===== config.mk =====
export PLATFORM = sky130hd
export DESIGN_NAME = stp_packetizer
export DESIGN_NICKNAME = d
export VERILOG_FILES = /design/src/inc/stp_pkg.sv /design/src/inc/stp_mem_if.sv /design/src/design/stp_char_mem.sv /design/src/design/stp_packetizer.sv
export VERILOG_INCLUDE_DIRS = /design/src /design/src/inc
export SDC_FILE = /design/constraint.sdc
export NUM_CORES = 2
export LEC_CHECK = 0
export CAP_MARGIN = 0
export CELL_PAD_IN_SITES_DETAIL_PLACEMENT = 0
export CELL_PAD_IN_SITES_GLOBAL_PLACEMENT = 1
export CORE_MARGIN = 5
export CORE_UTILIZATION = 35
export CTS_CLUSTER_SIZE = 14
export DETAILED_ROUTE_END_ITERATION = 8
export DONT_BUFFER_PORTS = 1
export GPL_TIMING_DRIVEN = 0
export PLACE_DENSITY_LB_ADDON = 0.1
export SLEW_MARGIN = 30
export SYNTH_ARGS = -nofsm -noshare
export SYNTH_HDL_FRONTEND = slang
export SYNTH_HIERARCHICAL = 1
export SYNTH_SLANG_ARGS = --single-unit

===== constraint.sdc =====
create_clock -name ref_clk -period 7.2 [get_ports ref_clk]
set_clock_uncertainty 0.15 [all_clocks]
set_input_delay 1.8 -clock ref_clk [delete_from_list [all_inputs] [get_ports ref_clk]]
set_output_delay 1.8 -clock ref_clk [all_outputs]
set_load 0.02 [all_outputs]

===== src/inc/stp_defs.svh =====
`ifndef STP_DEFS_SVH
`define STP_DEFS_SVH
// Byte offsets inside one port bank; port 1 bank sits at the stride
`define STP_PORT_STRIDE 8'h40
`define STP_CTRL_OFS 8'h00
`define STP_COUNT_OFS 8'h04
`define STP_WAIT_OFS 8'h08
`define STP_FLUSH_OFS 8'h0C
`define STP_ATTN_OFS 8'h10
`define STP_BAUD_OFS 8'h14
`define STP_DIP_OFS 8'h18
`define STP_DPORT_OFS 8'h1C
`define STP_STAT_OFS 8'h20
`define STP_LIP_OFS 8'h24
// Control word field positions
`define STP_C_UDP 0
`define STP_C_LEARN 1
`define STP_C_PKTEN 2
`define STP_C_ATEN 3
`define STP_C_MODE 4
`define STP_C_FLOW 6
`define STP_C_BITS 8
`define STP_C_STOP2 10
`define STP_C_PAR 11
`define STP_C_BCUST 13
`define STP_C_BIDX 14
// Status word field positions
`define STP_S_BUSY 8
`define STP_S_ATTN 9
// Reset values: 8 data bits, 115200 baud, other control bits and flush off; count 50, wait 100 ms, attention 2B
`define STP_CTRL_RST 16'hC300
`define STP_COUNT_RST 8'h32
`define STP_WAIT_RST 16'h0064
`define STP_FLUSH_RST 9'h000
`define STP_ATTN_RST 8'h2B
// Serial mode and flow codes
`define STP_MODE_RS232 2'h0
`define STP_MODE_DEBUG 2'h1
`define STP_FLOW_NONE 2'h0
`define STP_FLOW_XON 2'h1
`define STP_FLOW_RTS 2'h2
// Standard baud table, indexed by the two-bit rate select
`define STP_BAUD0 32'h0000_2580
`define STP_BAUD1 32'h0000_4B00
`define STP_BAUD2 32'h0000_E100
`define STP_BAUD3 32'h0001_C200
// Buffer depth per port and millisecond timing
`define STP_BUF_DEPTH 128
`define STP_CLK_PERIOD_NS 10
`define STP_MS_NS 1000000
`define STP_MS_CYCLES (`STP_MS_NS / `STP_CLK_PERIOD_NS)
`endif


===== src/inc/stp_pkg.sv =====
`include "stp_defs.svh"
package stp_pkg;
  // Per-port frame machine phases
  typedef enum logic [1:0] {STP_COLLECT, STP_FETCH, STP_OFFER} stp_phase_t;
  // Per-port registers and frame state
  typedef struct packed {
    logic [15:0] ctrl;
    logic [7:0] countThr;
    logic [15:0] waitMs;
    logic [8:0] flush;
    logic [7:0] attnChar;
    logic [31:0] custBaud;
    logic [31:0] destIp;
    logic [15:0] destPort;
    logic [31:0] learnedIp;
    logic attnSeen;
    logic attnHit;
    logic [7:0] fill;
    logic [7:0] sendIdx;
    logic [15:0] msCnt;
    logic timing;
    stp_phase_t phase;
  } stp_port_t;
  // Whole state of the packetizer
  typedef struct packed {
    stp_port_t [1:0] port;
    logic [16:0] msPre;
    logic msTick;
    logic [31:0] rdWord;
    logic badAddr;
  } stp_state_t;
  // Character store of one port
  typedef struct packed {
    logic [`STP_BUF_DEPTH-1:0][7:0] cells;
    logic [7:0] rdData;
  } stp_mem_t;
endpackage


===== src/inc/stp_mem_if.sv =====
`timescale 1ns/1ps
interface stp_mem_if;
  logic wrEn;
  logic [6:0] wrAddr;
  logic [7:0] wrData;
  logic [6:0] rdAddr;
  logic [7:0] rdData;
  // Frame logic side
  modport owner (output wrEn, output wrAddr, output wrData, output rdAddr, input rdData);
  // Storage side
  modport store (input wrEn, input wrAddr, input wrData, input rdAddr, output rdData);
endinterface


===== src/design/stp_char_mem.sv =====
`timescale 1ns/1ps
module stp_char_mem
  import stp_pkg::*;
(
  // Clock and reset
  input wire logic ref_clk,
  input wire logic reset_n,
  // Storage port
  stp_mem_if.store bus
);
  stp_mem_t st; // Cells plus registered read word
  stp_mem_t next_st; // Next value

  // Write one cell; read word is registered so data trail the address
  always_comb
  begin
    next_st = st;
    if (bus.wrEn)
    begin
      next_st.cells[bus.wrAddr] = bus.wrData;
    end
    next_st.rdData = st.cells[bus.rdAddr];
  end

  // Only the read word needs a defined reset value
  always_ff @(posedge ref_clk)
  begin
    if (!reset_n)
    begin
      st.rdData <= 8'h00;
    end
    else
    begin
      st <= next_st;
    end
  end

  assign bus.rdData = st.rdData;
endmodule


===== src/design/stp_packetizer.sv =====
// Our own choices: the APB interface to the registers and the address map.
`timescale 1ns/1ps
// Functional notes
// - UDP option sends port traffic as datagrams
// - Learning sends to last UDP source address
// - Custom rules only when enabled, both transports
// - Count threshold up to 128, default 50
// - Send when accumulated count reaches threshold
// - Wait expiry sends accumulated data, if any
// - Zero wait disables timer; default 100 ms
// - Flush character sends everything at once
// - Character length 5, 6, 7 or 8
// - One or two stops; odd, even, none parity
// - Custom baud used only when selected
// - Port 0 all modes, port 1 limited
// - Both debug means debug on port 0
// - Flow control only in RS-232; XON/XOFF both
// - RTS/CTS port 0 only; none disables throttling
// - Attention character detected when commands enabled
// - UDP mode disables TCP idle timeouts
module stp_packetizer
  import stp_pkg::*;
#(
  parameter int MS_CYCLES = `STP_MS_CYCLES
)
(
  // Clock and reset
  input wire logic ref_clk,
  input wire logic reset_n,
  // APB slave
  input wire logic [7:0] paddr,
  input wire logic psel,
  input wire logic penable,
  input wire logic pwrite,
  input wire logic [31:0] pwdata,
  output logic [31:0] prdata,
  output logic pready,
  output logic pslverr,
  // Received characters from the UART logic, one stream per port
  input wire logic [1:0] rxValid,
  input wire logic [1:0][7:0] rxData,
  output logic [1:0] rxReady,
  // Frames to the network transport
  output logic [1:0] netValid,
  input wire logic [1:0] netReady,
  output logic [1:0][7:0] netData,
  output logic [1:0] netLast,
  output logic [1:0] netUdp,
  output logic [1:0][31:0] netDestIp,
  output logic [1:0][15:0] netDestPort,
  // UDP arrivals seen by the transport
  input wire logic [1:0] udpArrive,
  input wire logic [1:0][31:0] udpSrcIp,
  // Serial settings for the UART logic
  output logic [1:0][1:0] serCharLen,
  output logic [1:0] serTwoStop,
  output logic [1:0][1:0] serParity,
  output logic [1:0][31:0] serBaud,
  output logic [1:0][1:0] serMode,
  output logic [1:0][1:0] serFlow,
  // Transport and command hooks
  output logic [1:0] tcpTimeoutsOn,
  output logic [1:0] cmdAttn
);
  stp_state_t st; // All registered state
  stp_state_t next_st; // Next value of it
  logic [1:0] memWrEn; // Store strobe per port
  logic [1:0][6:0] memWrAddr; // Store address per port
  logic [1:0][7:0] memWrData; // Masked character per port
  logic [1:0][6:0] memRdAddr; // Fetch address per port
  logic [1:0][7:0] memRdData; // Registered fetch data per port
  logic [1:0][1:0] modeReq; // Mode as software wrote it
  logic [1:0][1:0] flowReq; // Flow control as software wrote it

  // Register file, millisecond prescaler and the two frame machines
  always_comb
  begin
    stp_port_t r;
    stp_port_t rp;
    logic [7:0] ofs;
    logic [7:0] mask;
    logic [7:0] ch;
    logic [7:0] thr;
    logic pktEn;
    logic take;
    logic wr;
    logic clrAttn;
    r = '0;
    rp = '0;
    ofs = {2'b00, paddr[5:0]};
    mask = 8'h00;
    ch = 8'h00;
    thr = 8'h01;
    pktEn = 1'b0;
    take = 1'b0;
    wr = 1'b0;
    clrAttn = 1'b0;
    next_st = st;
    memWrEn = '0;
    memWrAddr = '0;
    memWrData = '0;
    memRdAddr = '0;

    // Shared millisecond tick, one cycle wide
    next_st.msTick = 1'b0;
    next_st.msPre = st.msPre + 17'd1;
    if (st.msPre == 17'(MS_CYCLES - 1))
    begin
      next_st.msPre = 17'd0;
      next_st.msTick = 1'b1;
    end

    // Read word and error flag are caught in the setup cycle, so the
    // access phase can finish with no wait state
    if (psel && !penable)
    begin
      rp = st.port[paddr[6]];
      next_st.rdWord = 32'h0000_0000;
      next_st.badAddr = paddr[7];
      case (ofs)
        `STP_CTRL_OFS: next_st.rdWord = {16'h0000, rp.ctrl};
        `STP_COUNT_OFS: next_st.rdWord = {24'h00_0000, rp.countThr};
        `STP_WAIT_OFS: next_st.rdWord = {16'h0000, rp.waitMs};
        `STP_FLUSH_OFS: next_st.rdWord = {23'h00_0000, rp.flush};
        `STP_ATTN_OFS: next_st.rdWord = {24'h00_0000, rp.attnChar};
        `STP_BAUD_OFS: next_st.rdWord = rp.custBaud;
        `STP_DIP_OFS: next_st.rdWord = rp.destIp;
        `STP_DPORT_OFS: next_st.rdWord = {16'h0000, rp.destPort};
        `STP_STAT_OFS:
        begin
          next_st.rdWord[7:0] = rp.fill;
          next_st.rdWord[`STP_S_BUSY] = (rp.phase != STP_COLLECT);
          next_st.rdWord[`STP_S_ATTN] = rp.attnSeen;
        end
        `STP_LIP_OFS: next_st.rdWord = rp.learnedIp;
        default: next_st.badAddr = 1'b1;
      endcase
      if (paddr[7])
      begin
        next_st.rdWord = 32'h0000_0000;
      end
    end

    for (int p = 0; p < 2; p++)
    begin
      r = st.port[p];
      wr = psel && penable && pwrite && !paddr[7] && (paddr[6] == p[0]);
      clrAttn = 1'b0;

      // Software writes; writes to read-only words are ignored
      if (wr)
      begin
        case (ofs)
          `STP_CTRL_OFS: next_st.port[p].ctrl = pwdata[15:0];
          // Values past the buffer depth are clamped where used
          `STP_COUNT_OFS: next_st.port[p].countThr = pwdata[7:0];
          `STP_WAIT_OFS: next_st.port[p].waitMs = pwdata[15:0];
          `STP_FLUSH_OFS: next_st.port[p].flush = pwdata[8:0];
          `STP_ATTN_OFS: next_st.port[p].attnChar = pwdata[7:0];
          `STP_BAUD_OFS: next_st.port[p].custBaud = pwdata;
          `STP_DIP_OFS: next_st.port[p].destIp = pwdata;
          `STP_DPORT_OFS: next_st.port[p].destPort = pwdata[15:0];
          `STP_STAT_OFS: clrAttn = pwdata[`STP_S_ATTN];
          default:
          begin
          end
        endcase
      end

      // Incoming character trimmed to the configured length
      mask = 8'hFF >> (3 - r.ctrl[`STP_C_BITS +: 2]);
      ch = rxData[p] & mask;
      pktEn = r.ctrl[`STP_C_PKTEN];

      // Plain mode ships every character; custom mode uses the
      // threshold, clamped to what the buffer holds
      if (!pktEn)
      begin
        thr = 8'd1;
      end
      else if (r.countThr == 8'd0)
      begin
        thr = 8'd1;
      end
      else if (r.countThr > 8'(`STP_BUF_DEPTH))
      begin
        thr = 8'(`STP_BUF_DEPTH);
      end
      else
      begin
        thr = r.countThr;
      end

      take = rxValid[p] && (r.phase == STP_COLLECT);
      memWrEn[p] = take;
      memWrAddr[p] = r.fill[6:0];
      memWrData[p] = ch;
      memRdAddr[p] = r.sendIdx[6:0];

      // Attention character; the new hit wins over a clear in the same cycle
      next_st.port[p].attnHit = take && r.ctrl[`STP_C_ATEN] && (ch == r.attnChar);
      next_st.port[p].attnSeen = (r.attnSeen && !clrAttn) || next_st.port[p].attnHit;

      // Remember the sender of every datagram; used when learning is on in UDP mode
      if (udpArrive[p])
      begin
        next_st.port[p].learnedIp = udpSrcIp[p];
      end

      unique case (r.phase)
        STP_COLLECT:
        begin
          if (take)
          begin
            next_st.port[p].fill = r.fill + 8'd1;
            // First character of a frame starts the wait timer
            if (r.fill == 8'd0)
            begin
              next_st.port[p].msCnt = 16'd0;
              next_st.port[p].timing = 1'b1;
            end
            if ((r.fill + 8'd1) >= thr)
            begin
              next_st.port[p].phase = STP_FETCH;
              next_st.port[p].sendIdx = 8'd0;
              next_st.port[p].timing = 1'b0;
            end
            else if (pktEn && r.flush[8] && (ch == r.flush[7:0]))
            begin
              next_st.port[p].phase = STP_FETCH;
              next_st.port[p].sendIdx = 8'd0;
              next_st.port[p].timing = 1'b0;
            end
          end
          // Timer only runs with data held, so an expiry never sends empty
          else if (r.timing && st.msTick && pktEn && (r.waitMs != 16'd0))
          begin
            next_st.port[p].msCnt = r.msCnt + 16'd1;
            if ((r.msCnt + 16'd1) >= r.waitMs)
            begin
              next_st.port[p].phase = STP_FETCH;
              next_st.port[p].sendIdx = 8'd0;
              next_st.port[p].timing = 1'b0;
            end
          end
        end
        STP_FETCH:
        begin
          // Read word appears one edge after the address
          next_st.port[p].phase = STP_OFFER;
        end
        STP_OFFER:
        begin
          if (netReady[p])
          begin
            if ((r.sendIdx + 8'd1) == r.fill)
            begin
              // Frame done; count restarts with the next character
              next_st.port[p].fill = 8'd0;
              next_st.port[p].phase = STP_COLLECT;
            end
            else
            begin
              next_st.port[p].sendIdx = r.sendIdx + 8'd1;
              next_st.port[p].phase = STP_FETCH;
            end
          end
        end
      endcase
    end
  end

  // State register with synchronous reset
  always_ff @(posedge ref_clk)
  begin
    if (!reset_n)
    begin
      st <= '0;
      for (int p = 0; p < 2; p++)
      begin
        st.port[p].ctrl <= `STP_CTRL_RST;
        st.port[p].countThr <= `STP_COUNT_RST;
        st.port[p].waitMs <= `STP_WAIT_RST;
        st.port[p].flush <= `STP_FLUSH_RST;
        st.port[p].attnChar <= `STP_ATTN_RST;
        st.port[p].phase <= STP_COLLECT;
      end
    end
    else
    begin
      st <= next_st;
    end
  end

  // Zero-wait APB answer; unmapped words raise an error
  assign prdata = st.rdWord;
  assign pready = 1'b1;
  assign pslverr = psel && penable && st.badAddr;

  // Per-port storage, settings and transport hooks
  genvar g;
  generate
    for (g = 0; g < 2; g++)
    begin : gPort
      stp_mem_if memBus ();

      assign memBus.wrEn = memWrEn[g];
      assign memBus.wrAddr = memWrAddr[g];
      assign memBus.wrData = memWrData[g];
      assign memBus.rdAddr = memRdAddr[g];
      assign memRdData[g] = memBus.rdData;

      stp_char_mem uMem (
        .ref_clk(ref_clk),
        .reset_n(reset_n),
        .bus(memBus)
      );

      // Characters are refused while a frame is leaving
      assign rxReady[g] = (st.port[g].phase == STP_COLLECT);
      assign netValid[g] = (st.port[g].phase == STP_OFFER);
      assign netData[g] = memRdData[g];
      assign netLast[g] = ((st.port[g].sendIdx + 8'd1) == st.port[g].fill);
      assign netUdp[g] = st.port[g].ctrl[`STP_C_UDP];
      // Fixed destination must be programmed unless learning is on in UDP mode
      assign netDestIp[g] = (st.port[g].ctrl[`STP_C_UDP] && st.port[g].ctrl[`STP_C_LEARN])
        ? st.port[g].learnedIp : st.port[g].destIp;
      assign netDestPort[g] = st.port[g].destPort;
      // Idle and replace timers belong to connections only
      assign tcpTimeoutsOn[g] = !st.port[g].ctrl[`STP_C_UDP];
      assign cmdAttn[g] = st.port[g].attnHit;

      // Character framing handed to the UART
      assign serCharLen[g] = st.port[g].ctrl[`STP_C_BITS +: 2];
      assign serTwoStop[g] = st.port[g].ctrl[`STP_C_STOP2];
      assign serParity[g] = st.port[g].ctrl[`STP_C_PAR +: 2];
      // Custom rate wins only when it is selected
      assign serBaud[g] = st.port[g].ctrl[`STP_C_BCUST] ? st.port[g].custBaud
        : (st.port[g].ctrl[`STP_C_BIDX +: 2] == 2'd0) ? `STP_BAUD0
        : (st.port[g].ctrl[`STP_C_BIDX +: 2] == 2'd1) ? `STP_BAUD1
        : (st.port[g].ctrl[`STP_C_BIDX +: 2] == 2'd2) ? `STP_BAUD2 : `STP_BAUD3;

      assign modeReq[g] = st.port[g].ctrl[`STP_C_MODE +: 2];
      assign flowReq[g] = st.port[g].ctrl[`STP_C_FLOW +: 2];

      if (g == 0)
      begin : gMode0
        assign serMode[0] = modeReq[0];
      end
      else
      begin : gMode1
        // Port 1 has no RS-485, and yields debug to port 0
        assign serMode[1] = (modeReq[1][1]
          || ((modeReq[1] == `STP_MODE_DEBUG) && (modeReq[0] == `STP_MODE_DEBUG)))
          ? `STP_MODE_RS232 : modeReq[1];
      end

      // Throttling only in RS-232; hardware handshake only on port 0
      assign serFlow[g] = (serMode[g] != `STP_MODE_RS232) ? `STP_FLOW_NONE
        : (flowReq[g] == `STP_FLOW_XON) ? `STP_FLOW_XON
        : ((flowReq[g] == `STP_FLOW_RTS) && (g == 0)) ? `STP_FLOW_RTS
        : `STP_FLOW_NONE;
    end
  endgenerate
endmodule


## Yosys cells after proc, flatten, opt, wreduce, memory -nomap -nowiden

Index checks and enable logic that the tools add are counted.

| cells by class | value |
|---|---|
| add/sub/neg operators | 9 |
| $lt $le $gt $ge | 13 |
| equal/unequal tests | 47 |
| shift operators | 2 |
| muxes and demuxes | 76 |
| bitwise gates (word level) | 4 |
| reduce and logical (&&, ||, !) cells | 89 |

Operators with widths:

| kind | number |
|---|---|
| $bwmux 1024 | 2 |
| $mux 206 | 2 |
| $mux 8 | 22 |
| $mux 32 | 5 |
| $mux 17 | 8 |
| $pmux 22 s6 | 1 |
| $bmux 8 s7 | 2 |
| $demux 8 s7 | 2 |
| $mux 27 | 4 |
| $pmux 10 s10 | 1 |
| $pmux 16 s2 | 2 |
| $shr 8x32->8 const A | 2 |
| $eq 8x8->1 | 6 |
| $reduce_and 2->1 | 18 |
| $add 16x1->16 const B | 2 |
| $add 8x1->8 const B | 4 |
| $ge 16x16->1 | 2 |
| $logic_not 8->1 | 4 |
| $lt 7x8->1 const B | 4 |
| $mux 16 | 2 |
| $reduce_bool 16->1 | 2 |
| $logic_and 1x1->1 | 30 |
| $eq 6x5->1 const B | 4 |
| $reduce_and 4->1 | 6 |
| 32 further kinds | 103 |

| storage, ports and cells | value |
|---|---|
| register bits | 2527 |
| input port bits | 131 |
| output and inout bits | 240 |

## Logic depth before layout (Yosys ltp)

| depth | value |
|---|---|
| word-level depth | 9 |
| depth in mapped cells | 15 |
| depth with buffers taken out | 14 |

## Modules after synthesis

Netlist, hierarchy kept.

By module, submodules not included:

| module | times used | cells each | area an instance (um^2) | sequential area each (um^2) |
|---|---|---|---|---|
| stp_char_mem at gPort[0].uMem | 1 | 1958 | 40028.4 | 30909.6 |
| stp_char_mem at gPort[1].uMem | 1 | 1957 | 40024.6 | 30909.6 |
| stp_packetizer | 1 | 3022 | 24373.4 | 9268.9 |

## Worst setup path before layout

OpenSTA, ideal clock, no wires.

| timing path | value |
|---|---|
| path kind | input to register |
| start | in rxData[15] (netlist name) |
| end | reg, netlist name st[283] |
| arrival | 5.373 ns |
| data required time | 6.958 ns |
| path slack | 1.585 ns |
| stages on the path | 9 |
| path buffers | 2 |
| cell sequence | and3_1 clkbuf_1 xnor2_1 nand4_1 nand3_1 a221oi_2 or4_1 clkbuf_2 o32ai_1 |

RTL lines:

| what | RTL line | text |
|---|---|---|
| start: declaration | stp_packetizer.sv:41 | `input wire logic [1:0][7:0] rxData,` |

## Worst setup path after layout

| timing path | value |
|---|---|
| start | reg st, in the netlist gPort[0].memBus.wrAddr[4] |
| end | out netLast[0] |

| between the ends | value |
|---|---|
| longest elaborated chain between the ends | 1 |

RTL lines:

| what | RTL line | text |
|---|---|---|
| start: declaration | stp_packetizer.sv:65 | `stp_state_t st;` |
| start signal: assignment | stp_packetizer.sv:291 | `st <= next_st;` |
| $eq 8x8->1 | stp_packetizer.sv:323 | `assign netLast[g] = ((st.port[g].sendIdx + 8'd1) == st.port[g].fill);` |
| end: declaration | stp_packetizer.sv:47 | `output logic [1:0] netLast,` |

Every way passes these cells.

==> impl_metrics.ini <==
[sta]
drv_slew = 0
setup_violations = 0
slew_headroom_pct = 27.31
setup_ws_ns = 2.018
setup_tns_ns = 0
fmax_ghz = 0.1930
min_period_over_period_pct = 71.97
grt_setup_unrepaired = false
whs_ns = 0.3126
tightest_slew_ns = 1.090
finalHoldViolCount = 0
period_minus_slack_ns = 5.182

[clock_network]
root_buffer = clkbuf_16
cts.sinks = 2527
cts_buffer_depth = 4
ctsHoldBuffers = 0
cts_tree = done
htree_levels = 5
cts_setup_buffers = 0
cts-resized-gates = 0
clk_pin_slew_ns = 0.06
clock_latency_ns = 0.88
cts_buffers = 289

[final_layout]
syn2layout_area_growth_pct = 14.40
fin_util_pct = 40.22
stdcell_area_sq_um = 119500
layout.nets = 7441
drive_above_1_share_pct = 18.21

[power]
power.share.sequential_pct = 47.5
combPwrFrac_pct = 8.9
p_clk_share_pct = 43.6
internal_power_mw = 25.46
sw_frac_of_total_pct = 24.19
leakagePower_nw = 37.23
power_density_nw_per_um2 = 281.1
ir_drop_v = 0.0001754
power.switching_mw = 8.122

[die]
start_util_pct = 35.16
core-area_sq_um = 297000
io_pins = 371
fp.dieH_um = 556.2
dieArea_sq_um = 309400
num_rows = 200
dieWidth_um = 556.2

[routing]
vias = 64370
wl_um = 374000
wl_met2_um = 171700
drtPass1Iterations = 8
drc_errors = 0
wl_met1_um = 163500
vias_per_cell = 5.631
met3_length_um = 29350
highest_layer = met5
ant_nets = 0
wl_per_cell_um = 32.72
dr.first_iter.drc_count = 7250

[global_route]
grt_pass1_wl_um = 515200
antenna_found_initial = 27
track_usage_pct = 23.53
grt_pass1_vias = 63590
overflow = 0
grt_max_degree = 131

[setup_path]
criticalPathCategory = flop to output pin
r2r-end = gPort[0].uMem/bus.rdData[7]$_SDFF_PN0_
reg2reg_from = gPort[0].memBus.rdAddr[4]$_SDFFE_PN0P_
crit_slowest_cell = dfxtp_1
cpPeakStageDelay_ns = 0.58
cp.required_ns = 5.25
endpoint_kind = output pin
start_kind = flop
crit_fanout = 9
setup.worst_path.start = gPort[0].memBus.wrAddr[4]$_SDFFE_PN0P_
r2r_slack_ns = 2.34
cp_cell_sequence = buf_2 > xnor2_1 > a31oi_1 > nor4_1 > nand3b_1 > nor2_1
arrival_ns = 3.23
r2r_cells = 9

[yosys]
synth_enable_flop_cells = 2048
synthDistinctLibCells = 94
synth_top_area_share_pct = 58.89
synth_area_leaders = edfxtp_1, dfxtp_1, mux4_2, mux2i_1, nand2_1
synth_common_cells = edfxtp_1, nand2_1, dfxtp_1
synth-main-ff-cell = edfxtp_1
yosysTopAreaCell = edfxtp_1
syn_avg_cell_area_sq_um = 15.05
syn_area_sq_um = 104400
async_flop_share_pct = 0
yosysMostFrequentCell = edfxtp_1
yosysSeqAreaShare_pct = 68.07
ys_warn_count = 6
ys_seq_elements = 2527
syn_inst = 6937

[placement]
routabilityCongestion = 0.9035
place_worst_setup_slack_ns = 2.021
port_buffers = 0
placed_area_sq_um = 109900
dp_hpwl_um = 262000

[job]
drv_cap = 0

[hold_path]
worstHoldPathCells = 1
whs_endpoint = st[34]$_SDFF_PP0_
worstHoldStart = st[34]$_SDFF_PP0_
hp-class = flop to flop

[run_status]
status = completed
[cells in the final DEF, fill, tap and decap left out, drive strengths merged, types with 49 or more instances in the layout]
master,synthesis,layout
edfxtp,2048,2048
nand2,683,683
clkbuf,260,647
dfxtp,479,479
nor2,466,466
mux2i,439,439
mux4,414,414
a21oi,384,384
buf,290,308
nand3,221,221
a22oi,215,215
o21ai,118,118
clkinv,2,92
mux2,81,81
inv,68,80
and2,65,65
ha,63,63
xnor2,56,56
a222oi,49,49
[registers in the layout (all words and copies together) (netlist names), 4 cells and up]
signal,count
gPort.memBus.wrAddr,14
gPort.uMem/bus.rdData,16
serCharLen,4
netDestPort,32
gPort.memBus.rdAddr,14
flowReq,4
serParity,4
gPort.uMem/st,2048
prdata,32
st,349
[layer usage]
metal  up-vias  track usage [%]
met2      2516            37.18
met1     33950            33.22
met3       515            5.116
met4        12            5.589
li1      27380                -
met5         -                0
[how the worst max path moves through the flow]
stage / end / slack, ns / cells past startpoint
floorplan: st[283]$_SDFFE_PN0P_ / 1.59 / 9
global placement: cmdAttn[1]$_SDFF_PN0_ / -2.29 / 5
detailed placement: prdata[9]$_SDFFE_PN0P_ / 2.02 / 9
CTS: netLast[0] / 1.88 / 6
global route: netLast[0] / 1.71 / 5
finish: netLast[0] / 2.02 / 6
[cells by family after synthesis]
logic type,Yosys count,synth area share [%]
buf+inv,620,2.820
flops,2527,68.07
mux,934,14.01
compound gates,986,6.160
simple gates,1705,7.334
xor+xnor,100,0.8387
other cells,2,0.007192
fa+ha+maj,63,0.7548
[critical path, delay by kind of cell, from the launching register on]
family	cells	cell delay, ns
buffers and inverters	1	0.37
AND/OR/NAND/NOR	3	1.18
XOR/XNOR	1	0.18
flip-flops	1	0.58
AO/OA/AOI/OAI	1	0.07
[power groups by stage]
stage / combinational [mW] / sequential [mW] / clock, mW
finish: 2.99 / 15.9 / 14.6
detailed placement: 3.02 / 16.3 / 0
global route: 3.18 / 15.9 / 15.6
global placement: 2.99 / 16.3 / 0
CTS: 3.03 / 15.9 / 15.0
floorplan: 1.91 / 16.2 / 0
[per-stage QoR]
stage,total power [mW],instances
6_report,33.58,11430
5_1_grt,34.72,11420
3_5_place_dp,19.28,10890
2_1_floorplan,18.13,6938
4_1_cts,33.98,11410
3_3_place_gp,19.26,10880
[cell type report]
type | instances | area [sq um]
Fill cell | 27470 | 177600
Sequential cell | 2527 | 71090
Multi-Input combinational cell | 3791 | 30640
Clock buffer | 387 | 7886
Tap cell | 3939 | 4928
Buffer | 550 | 2771
Clock inverter | 132 | 1496
Timing Repair Buffer | 18 | 329.1
Inverter | 70 | 272.8
Antenna cell | 17 | 42.54
No activity file was read; power rests on OpenSTA's default activity.
